==> config.mk <==
export PLATFORM = sky130hd
export DESIGN_NAME = psq_top
export DESIGN_NICKNAME = d
export VERILOG_FILES = /design/src/logic/psq_pkg.sv /design/src/logic/psq_top.sv
export SDC_FILE = /design/constraint.sdc
export NUM_CORES = 1
export LEC_CHECK = 0
export BUFFER_PORTS_ARGS = -buffer_cell sky130_fd_sc_hd__buf_4
export CORE_ASPECT_RATIO = 0.8
export CORE_MARGIN = 3
export CORE_UTILIZATION = 58
export CTS_BUF_LIST = sky130_fd_sc_hd__clkbuf_4 sky130_fd_sc_hd__clkbuf_8
export DETAILED_ROUTE_END_ITERATION = 10
export GPL_ROUTABILITY_DRIVEN = 1
export HOLD_SLACK_MARGIN = 0.15
export PLACE_DENSITY_LB_ADDON = 0.3
export SETUP_SLACK_MARGIN = 0.02
export SYNTH_ARGS = -nofsm -noshare
export SYNTH_HDL_FRONTEND = slang
export SYNTH_SLANG_ARGS = --single-unit
==> constraint.sdc <==
create_clock -name SYS_CLK -period 3 [get_ports SYS_CLK]
set_input_delay 0.15 -clock SYS_CLK [delete_from_list [all_inputs] [get_ports SYS_CLK]]
set_output_delay 0.15 -clock SYS_CLK [all_outputs]
set_load 0.05 [all_outputs]
==> src/logic/psq_pkg.sv <==
// Package of constants and carriers for the rail sequencing controller.
// Assumes a single 250 MHz clock and a plain register port.
//
// Functional notes
// RL1: Overtemperature only evaluated while converters run fixed-frequency, forced or automatic.
// RL2: Both linear regulators enabled after reset; software may disable or reprogram.
// RL3: Each linear regulator power-good with hysteresis, readable in status register.
// RL4: Interrupt raised when any monitored rail drops below power-good threshold.
// RL5: Disabled second linear regulator reports no fault and raises no interrupt.
// RL6: Lockout threshold resets to 2.75 V code; software may reprogram later.
// RL7: Supply below lockout drives fail low, then rails off after delay; ldo1_en and ldo_two_en go off with fail, without the delay.
// RL8: Overtemperature runs same procedure: fail low, delay, ordered shutdown.
// RL9: Rails restart automatically once the fault condition has cleared.
// RL10: Order select 0 ramps core first, down last; 1 ramps main first.
// RL11: Core default voltage from select pin: low 1.5 V, high 1.8 V.
// RL12: Main default voltage from select pin: low 3 V, high 3.3 V.
// RL13: Low-power lowers core to sleep preset, or turns core off if set.
// RL14: Enter low-power only on rising edge of request pin AND allow bit.
// RL15: Leave low-power on request low, allow cleared, pushbutton or warm restart.
// RL16: Processor re-enters low-power only through a fresh rising edge.
// RL17: Request pin enters wait mode; with external supply wait_allow must be set.
// RL18: Charger has its own independent lockout, nominally 2.5 V, on external inputs.
// RL19: Bit 7 of converter_ctrl_a forces both converters into fixed frequency; the bit drives no converter output, it only gates overtemperature (RL1).
// RL20: Shutdown delays are parameterised counters; cancelled if fault clears early.
package psq_pkg;
    // Register offsets
    localparam logic [3:0] ADDR_CONV_A   = 4'h0;
    localparam logic [3:0] ADDR_CONV_B   = 4'h1;
    localparam logic [3:0] ADDR_LDO_CTRL = 4'h2;
    localparam logic [3:0] ADDR_STATUS   = 4'h3;
    localparam logic [3:0] ADDR_UVLO     = 4'h4;
    localparam logic [3:0] ADDR_CHG_CFG  = 4'h5;
    localparam logic [3:0] ADDR_RAILS    = 4'h6;
    // Field positions
    localparam int BIT_FIXED_FREQ  = 7;
    localparam int BIT_SLEEP_ALLOW = 6;
    localparam int BIT_CORE_OFF    = 7;
    localparam int BIT_LDO1_EN     = 7;
    localparam int BIT_LDO_TWO_EN  = 6;
    localparam int BIT_WAIT_ALLOW  = 7;
    // Reset values
    localparam logic [7:0] RST_CONV_A   = 8'h00;
    localparam logic [7:0] RST_CONV_B   = 8'h00;
    localparam logic [7:0] RST_LDO_CTRL = 8'hc0;
    localparam logic [7:0] RST_UVLO     = 8'h03; // Code of 2.75 V
    localparam logic [7:0] RST_CHG_CFG  = 8'h00;
    // Default voltage codes, millivolts
    localparam logic [11:0] CORE_MV_LO = 12'h5dc; // 1.5 V
    localparam logic [11:0] CORE_MV_HI = 12'h708; // 1.8 V
    localparam logic [11:0] MAIN_MV_LO = 12'hbb8; // 3 V
    localparam logic [11:0] MAIN_MV_HI = 12'hce4; // 3.3 V
    // Timing: delays in microseconds, clock in MHz
    localparam int CLK_MHZ       = 250;
    localparam int UVLO_DLY_US   = 20;
    localparam int OT_DLY_US     = 20;
    localparam int STEP_DLY_US   = 10;
    localparam int UVLO_DLY_CYC  = UVLO_DLY_US * CLK_MHZ;
    localparam int OT_DLY_CYC    = OT_DLY_US * CLK_MHZ;
    localparam int STEP_DLY_CYC  = STEP_DLY_US * CLK_MHZ;

    // Sequencer states
    typedef enum logic [2:0] {
        SEQ_OFF, SEQ_UP1, SEQ_UP2, SEQ_ON, SEQ_FAIL_WAIT, SEQ_DN1, SEQ_DN2
    } psq_seq_t;

    // Analog comparator inputs
    typedef struct packed {
        logic below_uvlo;
        logic over_temp;
        logic auto_fixed;
        logic ldo1_low;
        logic ldo1_ok;
        logic ldo_two_low;
        logic ldo_two_ok;
        logic ext_supply;
        logic chg_uvlo_ok;
    } psq_sense_t;

    // Rail enables
    typedef struct packed {
        logic core_en;
        logic main_en;
        logic ldo1_en;
        logic ldo_two_en;
    } psq_rails_t;
endpackage : psq_pkg

==> src/logic/psq_top.sv <==
// Rail sequencing, fault shutdown and sleep control of the power chip.
// Assumes comparator and pin inputs are asynchronous to SYS_CLK.
`timescale 1ns/1ns
module psq_top #(
    parameter int UVLO_DLY = psq_pkg::UVLO_DLY_CYC,
    parameter int OT_DLY   = psq_pkg::OT_DLY_CYC,
    parameter int STEP_DLY = psq_pkg::STEP_DLY_CYC
) (
    // Clock and reset
    input  wire logic               SYS_CLK,
    input  wire logic               RESET,
    // Register port
    input  wire logic [3:0]         REG_ADDR,
    input  wire logic [7:0]         REG_WDATA,
    input  wire logic               REG_WR,
    input  wire logic               REG_RD,
    output logic      [7:0]         REG_RDATA,
    // Pins and comparators
    input  wire logic               SUPPLY_ORDER_SELECT,
    input  wire logic               CORE_DEFAULT_SELECT,
    input  wire logic               MAIN_DEFAULT_SELECT,
    input  wire logic               SLEEP_REQUEST_PIN,
    input  wire logic               PUSHBUTTON_WAKE,
    input  wire logic               WARM_RESTART_PIN_N,
    input  wire psq_pkg::psq_sense_t SENSE,
    // Outputs
    output psq_pkg::psq_rails_t     RAILS,
    output logic                    SUPPLY_FAIL_N,
    output logic                    IRQ,
    output logic                    SLEEP_MODE,
    output logic                    WAIT_MODE,
    output logic                    CHG_ENABLE,
    output logic      [11:0]        CORE_VSET_MV,
    output logic      [11:0]        MAIN_VSET_MV,
    output logic      [7:0]         UVLO_CODE,
    output logic      [7:0]         CORE_SLEEP_CODE
);
    localparam int CW = 24;
    initial begin
        if (UVLO_DLY < 1 || OT_DLY < 1 || STEP_DLY < 1 ||
            UVLO_DLY >= (1 << CW) || OT_DLY >= (1 << CW) ||
            STEP_DLY >= (1 << CW))
            $error("psq_top: delay parameter out of range");
    end

    // Two-stage synchronisers for all asynchronous inputs except the core and main default select pins
    localparam int NS = 12;
    logic [NS-1:0] async_in, sync1_reg, sync2_reg;
    assign async_in = {SENSE, SUPPLY_ORDER_SELECT, SLEEP_REQUEST_PIN,
                       PUSHBUTTON_WAKE};
    always_ff @(posedge SYS_CLK) begin
        if (RESET) begin
            sync1_reg <= '0;
            sync2_reg <= '0;
        end else begin
            sync1_reg <= async_in;
            sync2_reg <= sync1_reg;
        end
    end
    logic warm1_reg, warm2_reg;
    always_ff @(posedge SYS_CLK) begin
        if (RESET) begin
            warm1_reg <= 1'b1;
            warm2_reg <= 1'b1;
        end else begin
            warm1_reg <= WARM_RESTART_PIN_N;
            warm2_reg <= warm1_reg;
        end
    end
    psq_pkg::psq_sense_t s;
    logic order_sel, sleep_pin, pb_wake, warm_act;
    assign s         = psq_pkg::psq_sense_t'(sync2_reg[NS-1:3]);
    assign order_sel = sync2_reg[2];
    assign sleep_pin = sync2_reg[1];
    assign pb_wake   = sync2_reg[0];
    assign warm_act  = ~warm2_reg;

    // Software registers
    logic [7:0] conv_a_reg, conv_a_next, conv_b_reg, conv_b_next;
    logic [7:0] ldo_reg, ldo_next, uvlo_reg, uvlo_next;
    logic [7:0] chg_reg, chg_next;
    always_comb begin
        conv_a_next = conv_a_reg;
        conv_b_next = conv_b_reg;
        ldo_next    = ldo_reg;
        uvlo_next   = uvlo_reg;
        chg_next    = chg_reg;
        if (REG_WR) begin
            case (REG_ADDR)
                // RL19 fixed-frequency bit
                psq_pkg::ADDR_CONV_A:   conv_a_next = REG_WDATA;
                psq_pkg::ADDR_CONV_B:   conv_b_next = REG_WDATA;
                // RL2 regulator reprogram
                psq_pkg::ADDR_LDO_CTRL: ldo_next = REG_WDATA;
                // RL6 threshold reprogram
                psq_pkg::ADDR_UVLO:     uvlo_next = REG_WDATA;
                psq_pkg::ADDR_CHG_CFG:  chg_next = REG_WDATA;
                default: ;
            endcase
        end
    end
    // RL2 RL6 reset defaults
    always_ff @(posedge SYS_CLK) begin
        if (RESET) begin
            conv_a_reg <= psq_pkg::RST_CONV_A;
            conv_b_reg <= psq_pkg::RST_CONV_B;
            ldo_reg    <= psq_pkg::RST_LDO_CTRL;
            uvlo_reg   <= psq_pkg::RST_UVLO;
            chg_reg    <= psq_pkg::RST_CHG_CFG;
        end else begin
            conv_a_reg <= conv_a_next;
            conv_b_reg <= conv_b_next;
            ldo_reg    <= ldo_next;
            uvlo_reg   <= uvlo_next;
            chg_reg    <= chg_next;
        end
    end
    logic fixed_freq_force, sleep_allow, sleep_core_off, wait_allow;
    logic ldo1_sw, ldo_two_sw;
    assign fixed_freq_force = conv_a_reg[psq_pkg::BIT_FIXED_FREQ];
    assign sleep_allow      = conv_a_reg[psq_pkg::BIT_SLEEP_ALLOW];
    assign sleep_core_off   = conv_b_reg[psq_pkg::BIT_CORE_OFF];
    assign ldo1_sw          = ldo_reg[psq_pkg::BIT_LDO1_EN];
    assign ldo_two_sw       = ldo_reg[psq_pkg::BIT_LDO_TWO_EN];
    assign wait_allow       = chg_reg[psq_pkg::BIT_WAIT_ALLOW];

    // Fault qualification
    logic ot_fault, uv_fault, any_fault;
    // RL1 temperature gated by fixed frequency
    assign ot_fault  = s.over_temp & (fixed_freq_force | s.auto_fixed);
    assign uv_fault  = s.below_uvlo;
    assign any_fault = ot_fault | uv_fault;

    // Sequencer with shared delay counter
    psq_pkg::psq_seq_t st_reg, st_next;
    logic [CW-1:0] cnt_reg, cnt_next;
    logic [1:0] on_reg, on_next; // [0] first rail, [1] second rail
    logic fail_reg, fail_next;
    logic [CW-1:0] fault_dly;
    assign fault_dly = uv_fault ? CW'(UVLO_DLY) : CW'(OT_DLY);
    always_comb begin
        st_next   = st_reg;
        cnt_next  = cnt_reg;
        on_next   = on_reg;
        fail_next = any_fault;
        case (st_reg)
            // RL9 automatic restart
            psq_pkg::SEQ_OFF: if (!any_fault) begin
                st_next = psq_pkg::SEQ_UP1;
                cnt_next = CW'(STEP_DLY);
            end
            psq_pkg::SEQ_UP1: begin
                on_next[0] = 1'b1;
                if (cnt_reg == '0) st_next = psq_pkg::SEQ_UP2;
                else cnt_next = cnt_reg - 1'b1;
            end
            psq_pkg::SEQ_UP2: begin
                on_next[1] = 1'b1;
                st_next = psq_pkg::SEQ_ON;
            end
            // RL7 RL8 fail flag then delay
            psq_pkg::SEQ_ON: if (any_fault) begin
                st_next = psq_pkg::SEQ_FAIL_WAIT;
                cnt_next = fault_dly;
            end
            psq_pkg::SEQ_FAIL_WAIT: begin
                // RL20 cancel if fault clears
                if (!any_fault) st_next = psq_pkg::SEQ_ON;
                else if (cnt_reg == '0) begin
                    st_next = psq_pkg::SEQ_DN1;
                    cnt_next = CW'(STEP_DLY);
                end else cnt_next = cnt_reg - 1'b1;
            end
            // RL10 second rail down first
            psq_pkg::SEQ_DN1: begin
                on_next[1] = 1'b0;
                if (cnt_reg == '0) st_next = psq_pkg::SEQ_DN2;
                else cnt_next = cnt_reg - 1'b1;
            end
            psq_pkg::SEQ_DN2: begin
                on_next[0] = 1'b0;
                st_next = psq_pkg::SEQ_OFF;
            end
            default: st_next = psq_pkg::SEQ_OFF;
        endcase
    end
    always_ff @(posedge SYS_CLK) begin
        if (RESET) begin
            st_reg   <= psq_pkg::SEQ_OFF;
            cnt_reg  <= '0;
            on_reg   <= 2'b00;
            fail_reg <= 1'b1;
        end else begin
            st_reg   <= st_next;
            cnt_reg  <= cnt_next;
            on_reg   <= on_next;
            fail_reg <= fail_next;
        end
    end

    // Sleep and wait mode
    logic sleep_req, sleep_req_reg, lp_reg, lp_next, wait_reg, wait_next;
    assign sleep_req = sleep_pin & sleep_allow;
    always_comb begin
        lp_next = lp_reg;
        // RL15 forced exit
        if (!sleep_pin || !sleep_allow || pb_wake || warm_act)
            lp_next = 1'b0;
        // RL14 RL16 rising edge only
        else if (sleep_req && !sleep_req_reg)
            lp_next = 1'b1;
        // RL17 wait needs allow with external supply
        wait_next = sleep_pin & (!s.ext_supply | wait_allow);
    end
    always_ff @(posedge SYS_CLK) begin
        if (RESET) begin
            sleep_req_reg <= 1'b0;
            lp_reg        <= 1'b0;
            wait_reg      <= 1'b0;
        end else begin
            sleep_req_reg <= sleep_req;
            lp_reg        <= lp_next;
            wait_reg      <= wait_next;
        end
    end

    // Output registers
    psq_pkg::psq_rails_t rails_next;
    logic [1:0] pg_next;
    logic [11:0] core_mv_next, main_mv_next;
    logic irq_next;
    logic [1:0] pg_reg;
    logic [11:0] core_mv_reg, main_mv_reg;
    logic [7:0] rdata_next;
    always_comb begin
        // RL10 order select maps first rail
        rails_next.core_en = order_sel ? on_reg[1] : on_reg[0];
        rails_next.main_en = order_sel ? on_reg[0] : on_reg[1];
        // RL13 core off in sleep if asked
        if (lp_reg && sleep_core_off) rails_next.core_en = 1'b0;
        rails_next.ldo1_en = ldo1_sw & (st_reg == psq_pkg::SEQ_ON);
        rails_next.ldo_two_en = ldo_two_sw & (st_reg == psq_pkg::SEQ_ON);
        // RL3 power-good per regulator; RL5 masked when off
        pg_next = {ldo_two_sw & s.ldo_two_ok, s.ldo1_ok};
        // RL4 interrupt on low rail
        irq_next = s.ldo1_low | (ldo_two_sw & s.ldo_two_low);
        // RL11 RL12 default voltages
        core_mv_next = CORE_DEFAULT_SELECT ? psq_pkg::CORE_MV_HI
                                           : psq_pkg::CORE_MV_LO;
        main_mv_next = MAIN_DEFAULT_SELECT ? psq_pkg::MAIN_MV_HI
                                           : psq_pkg::MAIN_MV_LO;
        case (REG_ADDR)
            psq_pkg::ADDR_CONV_A:   rdata_next = conv_a_reg;
            psq_pkg::ADDR_CONV_B:   rdata_next = conv_b_reg;
            psq_pkg::ADDR_LDO_CTRL: rdata_next = ldo_reg;
            psq_pkg::ADDR_STATUS:   rdata_next = {6'h00, pg_reg};
            psq_pkg::ADDR_UVLO:     rdata_next = uvlo_reg;
            psq_pkg::ADDR_CHG_CFG:  rdata_next = chg_reg;
            psq_pkg::ADDR_RAILS:    rdata_next = {4'h0, RAILS};
            default:                rdata_next = 8'h00;
        endcase
        if (!REG_RD) rdata_next = 8'h00;
    end
    always_ff @(posedge SYS_CLK) begin
        if (RESET) begin
            RAILS           <= '0;
            pg_reg          <= 2'b00;
            IRQ             <= 1'b0;
            SUPPLY_FAIL_N   <= 1'b0;
            SLEEP_MODE      <= 1'b0;
            WAIT_MODE       <= 1'b0;
            CHG_ENABLE      <= 1'b0;
            core_mv_reg     <= psq_pkg::CORE_MV_LO;
            main_mv_reg     <= psq_pkg::MAIN_MV_LO;
            UVLO_CODE       <= psq_pkg::RST_UVLO;
            CORE_SLEEP_CODE <= psq_pkg::RST_CONV_B;
            REG_RDATA       <= 8'h00;
        end else begin
            RAILS           <= rails_next;
            pg_reg          <= pg_next;
            IRQ             <= irq_next;
            // RL7 RL8 fail pin low during fault
            SUPPLY_FAIL_N   <= ~fail_reg;
            // RL13 sleep preset to core converter
            SLEEP_MODE      <= lp_reg;
            WAIT_MODE       <= wait_reg;
            // RL18 independent charger lockout
            CHG_ENABLE      <= s.chg_uvlo_ok;
            core_mv_reg     <= core_mv_next;
            main_mv_reg     <= main_mv_next;
            UVLO_CODE       <= uvlo_reg;
            CORE_SLEEP_CODE <= {1'b0, conv_b_reg[6:0]};
            REG_RDATA       <= rdata_next;
        end
    end
    assign CORE_VSET_MV = core_mv_reg;
    assign MAIN_VSET_MV = main_mv_reg;

    // Assertions
    property p_ot_gate;
        @(posedge SYS_CLK) disable iff (RESET)
        (st_reg == psq_pkg::SEQ_ON && s.over_temp && !s.below_uvlo &&
         !fixed_freq_force && !s.auto_fixed) |=>
        (st_reg == psq_pkg::SEQ_ON);
    endproperty
    a_ot_gate: assert property (p_ot_gate) // RL1
        else $error("overtemp acted outside fixed frequency");
    property p_fail_low;
        @(posedge SYS_CLK) disable iff (RESET)
        (st_reg == psq_pkg::SEQ_FAIL_WAIT && any_fault) |=> ##1
        !SUPPLY_FAIL_N;
    endproperty
    a_fail_low: assert property (p_fail_low) // RL7
        else $error("fail pin not low during fault wait");
    property p_cancel;
        @(posedge SYS_CLK) disable iff (RESET)
        (st_reg == psq_pkg::SEQ_FAIL_WAIT && !any_fault) |=>
        (st_reg == psq_pkg::SEQ_ON);
    endproperty
    a_cancel: assert property (p_cancel) // RL20
        else $error("shutdown not cancelled");
    property p_lp_edge;
        @(posedge SYS_CLK) disable iff (RESET)
        $rose(lp_reg) |-> $past(sleep_req) && !$past(sleep_req_reg);
    endproperty
    a_lp_edge: assert property (p_lp_edge) // RL14
        else $error("sleep entered without rising edge");
    property p_lp_exit;
        @(posedge SYS_CLK) disable iff (RESET)
        (lp_reg && (pb_wake || warm_act || !sleep_allow)) |=> !lp_reg;
    endproperty
    a_lp_exit: assert property (p_lp_exit) // RL15
        else $error("sleep not left on wake event");
    property p_ldo_two_irq;
        @(posedge SYS_CLK) disable iff (RESET)
        (!ldo_two_sw && !s.ldo1_low) |=> !IRQ;
    endproperty
    a_ldo_two_irq: assert property (p_ldo_two_irq) // RL5
        else $error("disabled regulator raised interrupt");
    property p_irq;
        @(posedge SYS_CLK) disable iff (RESET)
        s.ldo1_low |=> IRQ;
    endproperty
    a_irq: assert property (p_irq) // RL4
        else $error("low rail did not interrupt");
    property p_core_off;
        @(posedge SYS_CLK) disable iff (RESET)
        (lp_reg && sleep_core_off) |=> !RAILS.core_en;
    endproperty
    a_core_off: assert property (p_core_off) // RL13
        else $error("core on during sleep with core off");
    property p_wait;
        @(posedge SYS_CLK) disable iff (RESET)
        (sleep_pin && s.ext_supply && !wait_allow) |=> !wait_reg;
    endproperty
    a_wait: assert property (p_wait) // RL17
        else $error("wait entered without allow");
    c_fault: cover property (@(posedge SYS_CLK) disable iff (RESET)
        st_reg == psq_pkg::SEQ_DN2);
    c_sleep: cover property (@(posedge SYS_CLK) disable iff (RESET)
        $rose(lp_reg));
    c_cancel: cover property (@(posedge SYS_CLK) disable iff (RESET)
        st_reg == psq_pkg::SEQ_FAIL_WAIT && !any_fault);
endmodule : psq_top

==> impl_metrics.csv <==
group,metric,value,unit
pwr,p_seq_share,39.5,%
setup_path,max_stage_delay,640,ps
pwr,p_comb_share,31.7,%
setup_path,cp_top_family,"simple AND/OR/NAND/NOR gates",
timing,fin_skew,9.83,ps
timing,rsz0062_at_grt,"no",
timing,timing.final.crit_period,2660,ps
clocking,path_clk_slew,80,ps
timing,hold_viol_final,0,
synth,mappedNetlistArea,5460,um^2
timing,timing.hold.ws,186,ps
setup_path,worstPathMaxFanout,13,
global_routing,grt_max_degree,64,
floorplan,rows,31,
pwr,p_sw,1950,uW
floorplan,coreArea,9110,um^2
synth,synth_warnings,0,
global_routing,grt_overflow_total,0,
pwr,pwr-share-clk,28.8,%
timing,setup_viol,0,
global_routing,track_usage,25.3,%
floorplan,initial_core_util,59.9,%
pwr,p_per_area,819,nW/um^2
timing,slew_headroom,48.6,%
routing,vias,4778,
synth,ys_ff_latch,137,
pwr,p_int,3510,uW
final_layout,nets,739,
clocking,ctsResizeCount,0,
clocking,cts_root_buf,"clkbuf_8",
setup_path,cp.required,3300,ps
final_layout,synthToLayoutAreaGrowth,22.1,%
setup_path,crit_path_end_kind,"register",
clocking,cts_buffers,17,
timing,fin_crit_sh,88.7,%
pwr,swShare,35.6,%
synth,avgSynthCellArea,8.82,um^2
worst_hold_path,hp-class,"primary input to register",
routing,first_pass_iters,5,
synth,dominantRegCellSynth,"dfxtp_1",
routing,drtAntennaViolNets,0,
floorplan,fp.dieW,114,um
clocking,cts-htree-levels,4,
placed_design,post-dp-hpwl,8490,um
synth,synth_cell_type_count,59,
placed_design,port_buffers,74,
clocking,clock_latency,440,ps
final_layout,layout_common_cells,"dfxtp_1 (137), buf_4 (86), a21oi_1 (67)",
routing,wirelength,13000,um
routing,drt-initial-drc-count,357,
clocking,cts_tree,"yes",
placed_design,place.gp.congestion,0.909,
setup_path,path_class,"register to register",
final_layout,largest_reg_flops,24,
global_routing,antenna_found_initial,0,
setup_path,cp_cell_sequence,"or4_1 -> or4_4 -> nor2_1 -> nand4_1 -> nand3_1 -> a21oi_1",
setup_path,worstSetupStartpointType,"register",
clocking,cts_buffer_depth,2,
floorplan,die_area,10600,um^2
pwr,ir_worst_vdd,593,uV
final_layout,final_common_cell,"dfxtp_1",
final_layout,drive_above_1_share,18.4,%
pwr,p_leak,0.00255,uW
global_routing,grt_pass1_vias,4468,
clocking,clock_sinks,137,
synth,ys_seq_area_share,50.3,%
floorplan,ios,88,
routing,wl_per_cell,15.6,um
timing,final_max_slew_viol_count,0,
run,max_cap_viol_count,0,
setup_path,crit_slowest_cell,"or4_1",
floorplan,dieHeight,92.8,um
timing,setup_tns,0,ps
synth,synthCells,619,
synth,synth_edf_count,0,
routing,post-route-drc-count,0,
routing,routed_via_density,5.74,
global_routing,grt_pass1_wl,21200,um
timing,fmax,376,MHz
outcome,status,"finished, final reports clean",
synth,async_flop_share,0,%
timing,worstMarginPinSlew,765,ps
setup_path,path_buf_inv,0,
final_layout,diodes,0,
setup_path,arrival,2960,ps
## final timing paths
path / startpoint / to / slack, ps / cells after the start
setup / recovery: cnt_reg[16] / cnt_reg[15] / 340 / 6
hold / removal: REG_ADDR[2] / conv_b_reg[2] / 190 / 4
setup reg to reg: cnt_reg[16] / cnt_reg[15] / 340 / 6
hold reg to reg: fail_reg / SUPPLY_FAIL_N / 390 / 1
## cell usage after synthesis, types with 6 or more instances
library cell | count | area share [%]
a21oi_1 | 67 | 6.1
a22oi_1 | 13 | 1.8
a31oi_1 | 10 | 1.1
and3_1 | 6 | 0.69
buf_4 | 22 | 3.0
clkbuf_1 | 28 | 1.9
dfxtp_1 | 137 | 50
inv_1 | 7 | 0.48
nand2_1 | 64 | 4.4
nand2b_1 | 8 | 0.92
nand3_1 | 45 | 4.1
nor2_1 | 37 | 2.5
nor2b_1 | 50 | 5.7
nor3_1 | 10 | 0.92
nor4_1 | 10 | 1.1
o21ai_0 | 11 | 1.0
or3_1 | 7 | 0.80
or4_1 | 6 | 0.83
## power by group through the flow
stage	sequential [uW]	combinational (uW)	clock, uW
2_1_floorplan	2200	1320	0
3_3_place_gp	2180	1630	0
3_5_place_dp	2190	1660	0
4_1_cts	2150	1700	1590
5_1_grt	2180	1910	1660
6_report	2160	1730	1570
## worst reg2reg max path: stages (launching register included)
cell	delay, ps
dfxtp_1	370
or4_1	640
or4_4	510
nor2_1	280
nand4_1	140
nand3_1	460
a21oi_1	120
## cells by family after synthesis
group / share of synthesized area (%)
AOI/OAI and AO/OA: 15.6
xor gates and xnor gates: 0.642
adders and majority gates: 0.458
buffers and inverters: 6.60
DFF: 50.3
muxes: 0.550
other: 0.138
and+or+nand+nor: 25.7
## final cells by class
class                           count  area [um^2]
Multi-Input combinational cell    429         2400
Clock buffer                       20          269
Clock inverter                     11          145
Fill cell                         643         2450
Tap cell                          115          144
Sequential cell                   137         2740
Timing Repair Buffer              114          936
Inverter                            7         26.3
## metal layers
layer | global-route usage [%] | part of all wire (%) | wire length, um
met3 | 7.32 | 9.9 | 1290
met1 | 34.8 | 44 | 5750
met2 | 37.4 | 45 | 5790
met4 | 9.79 | 1.4 | 178
met5 | 0 | 0 | 0
## per-stage QoR
stage / worst slack [ps] / cells / total power [uW] / cell area [um^2] / utilization (%)
after floorplan: 542 / 630 / 3520 / 5500 / -
after global placement: 503 / 775 / 3810 / 5980 / 65.6
after detailed placement: 367 / 775 / 3850 / 5980 / 65.6
after CTS: 350 / 833 / 5440 / 6670 / 73.1
after global routing: 168 / 833 / 5740 / 6670 / 73.1
final: 339 / 833 / 5460 / 6670 / 73.1
## repair_timing
action,in CTS,in global routing
endpoints found under the setup margin,0,0
hold endpoints to repair,59,0
hold buffers,27,0
setup buffers,0,0
Note: power is estimated with default switching activity, not from simulation.
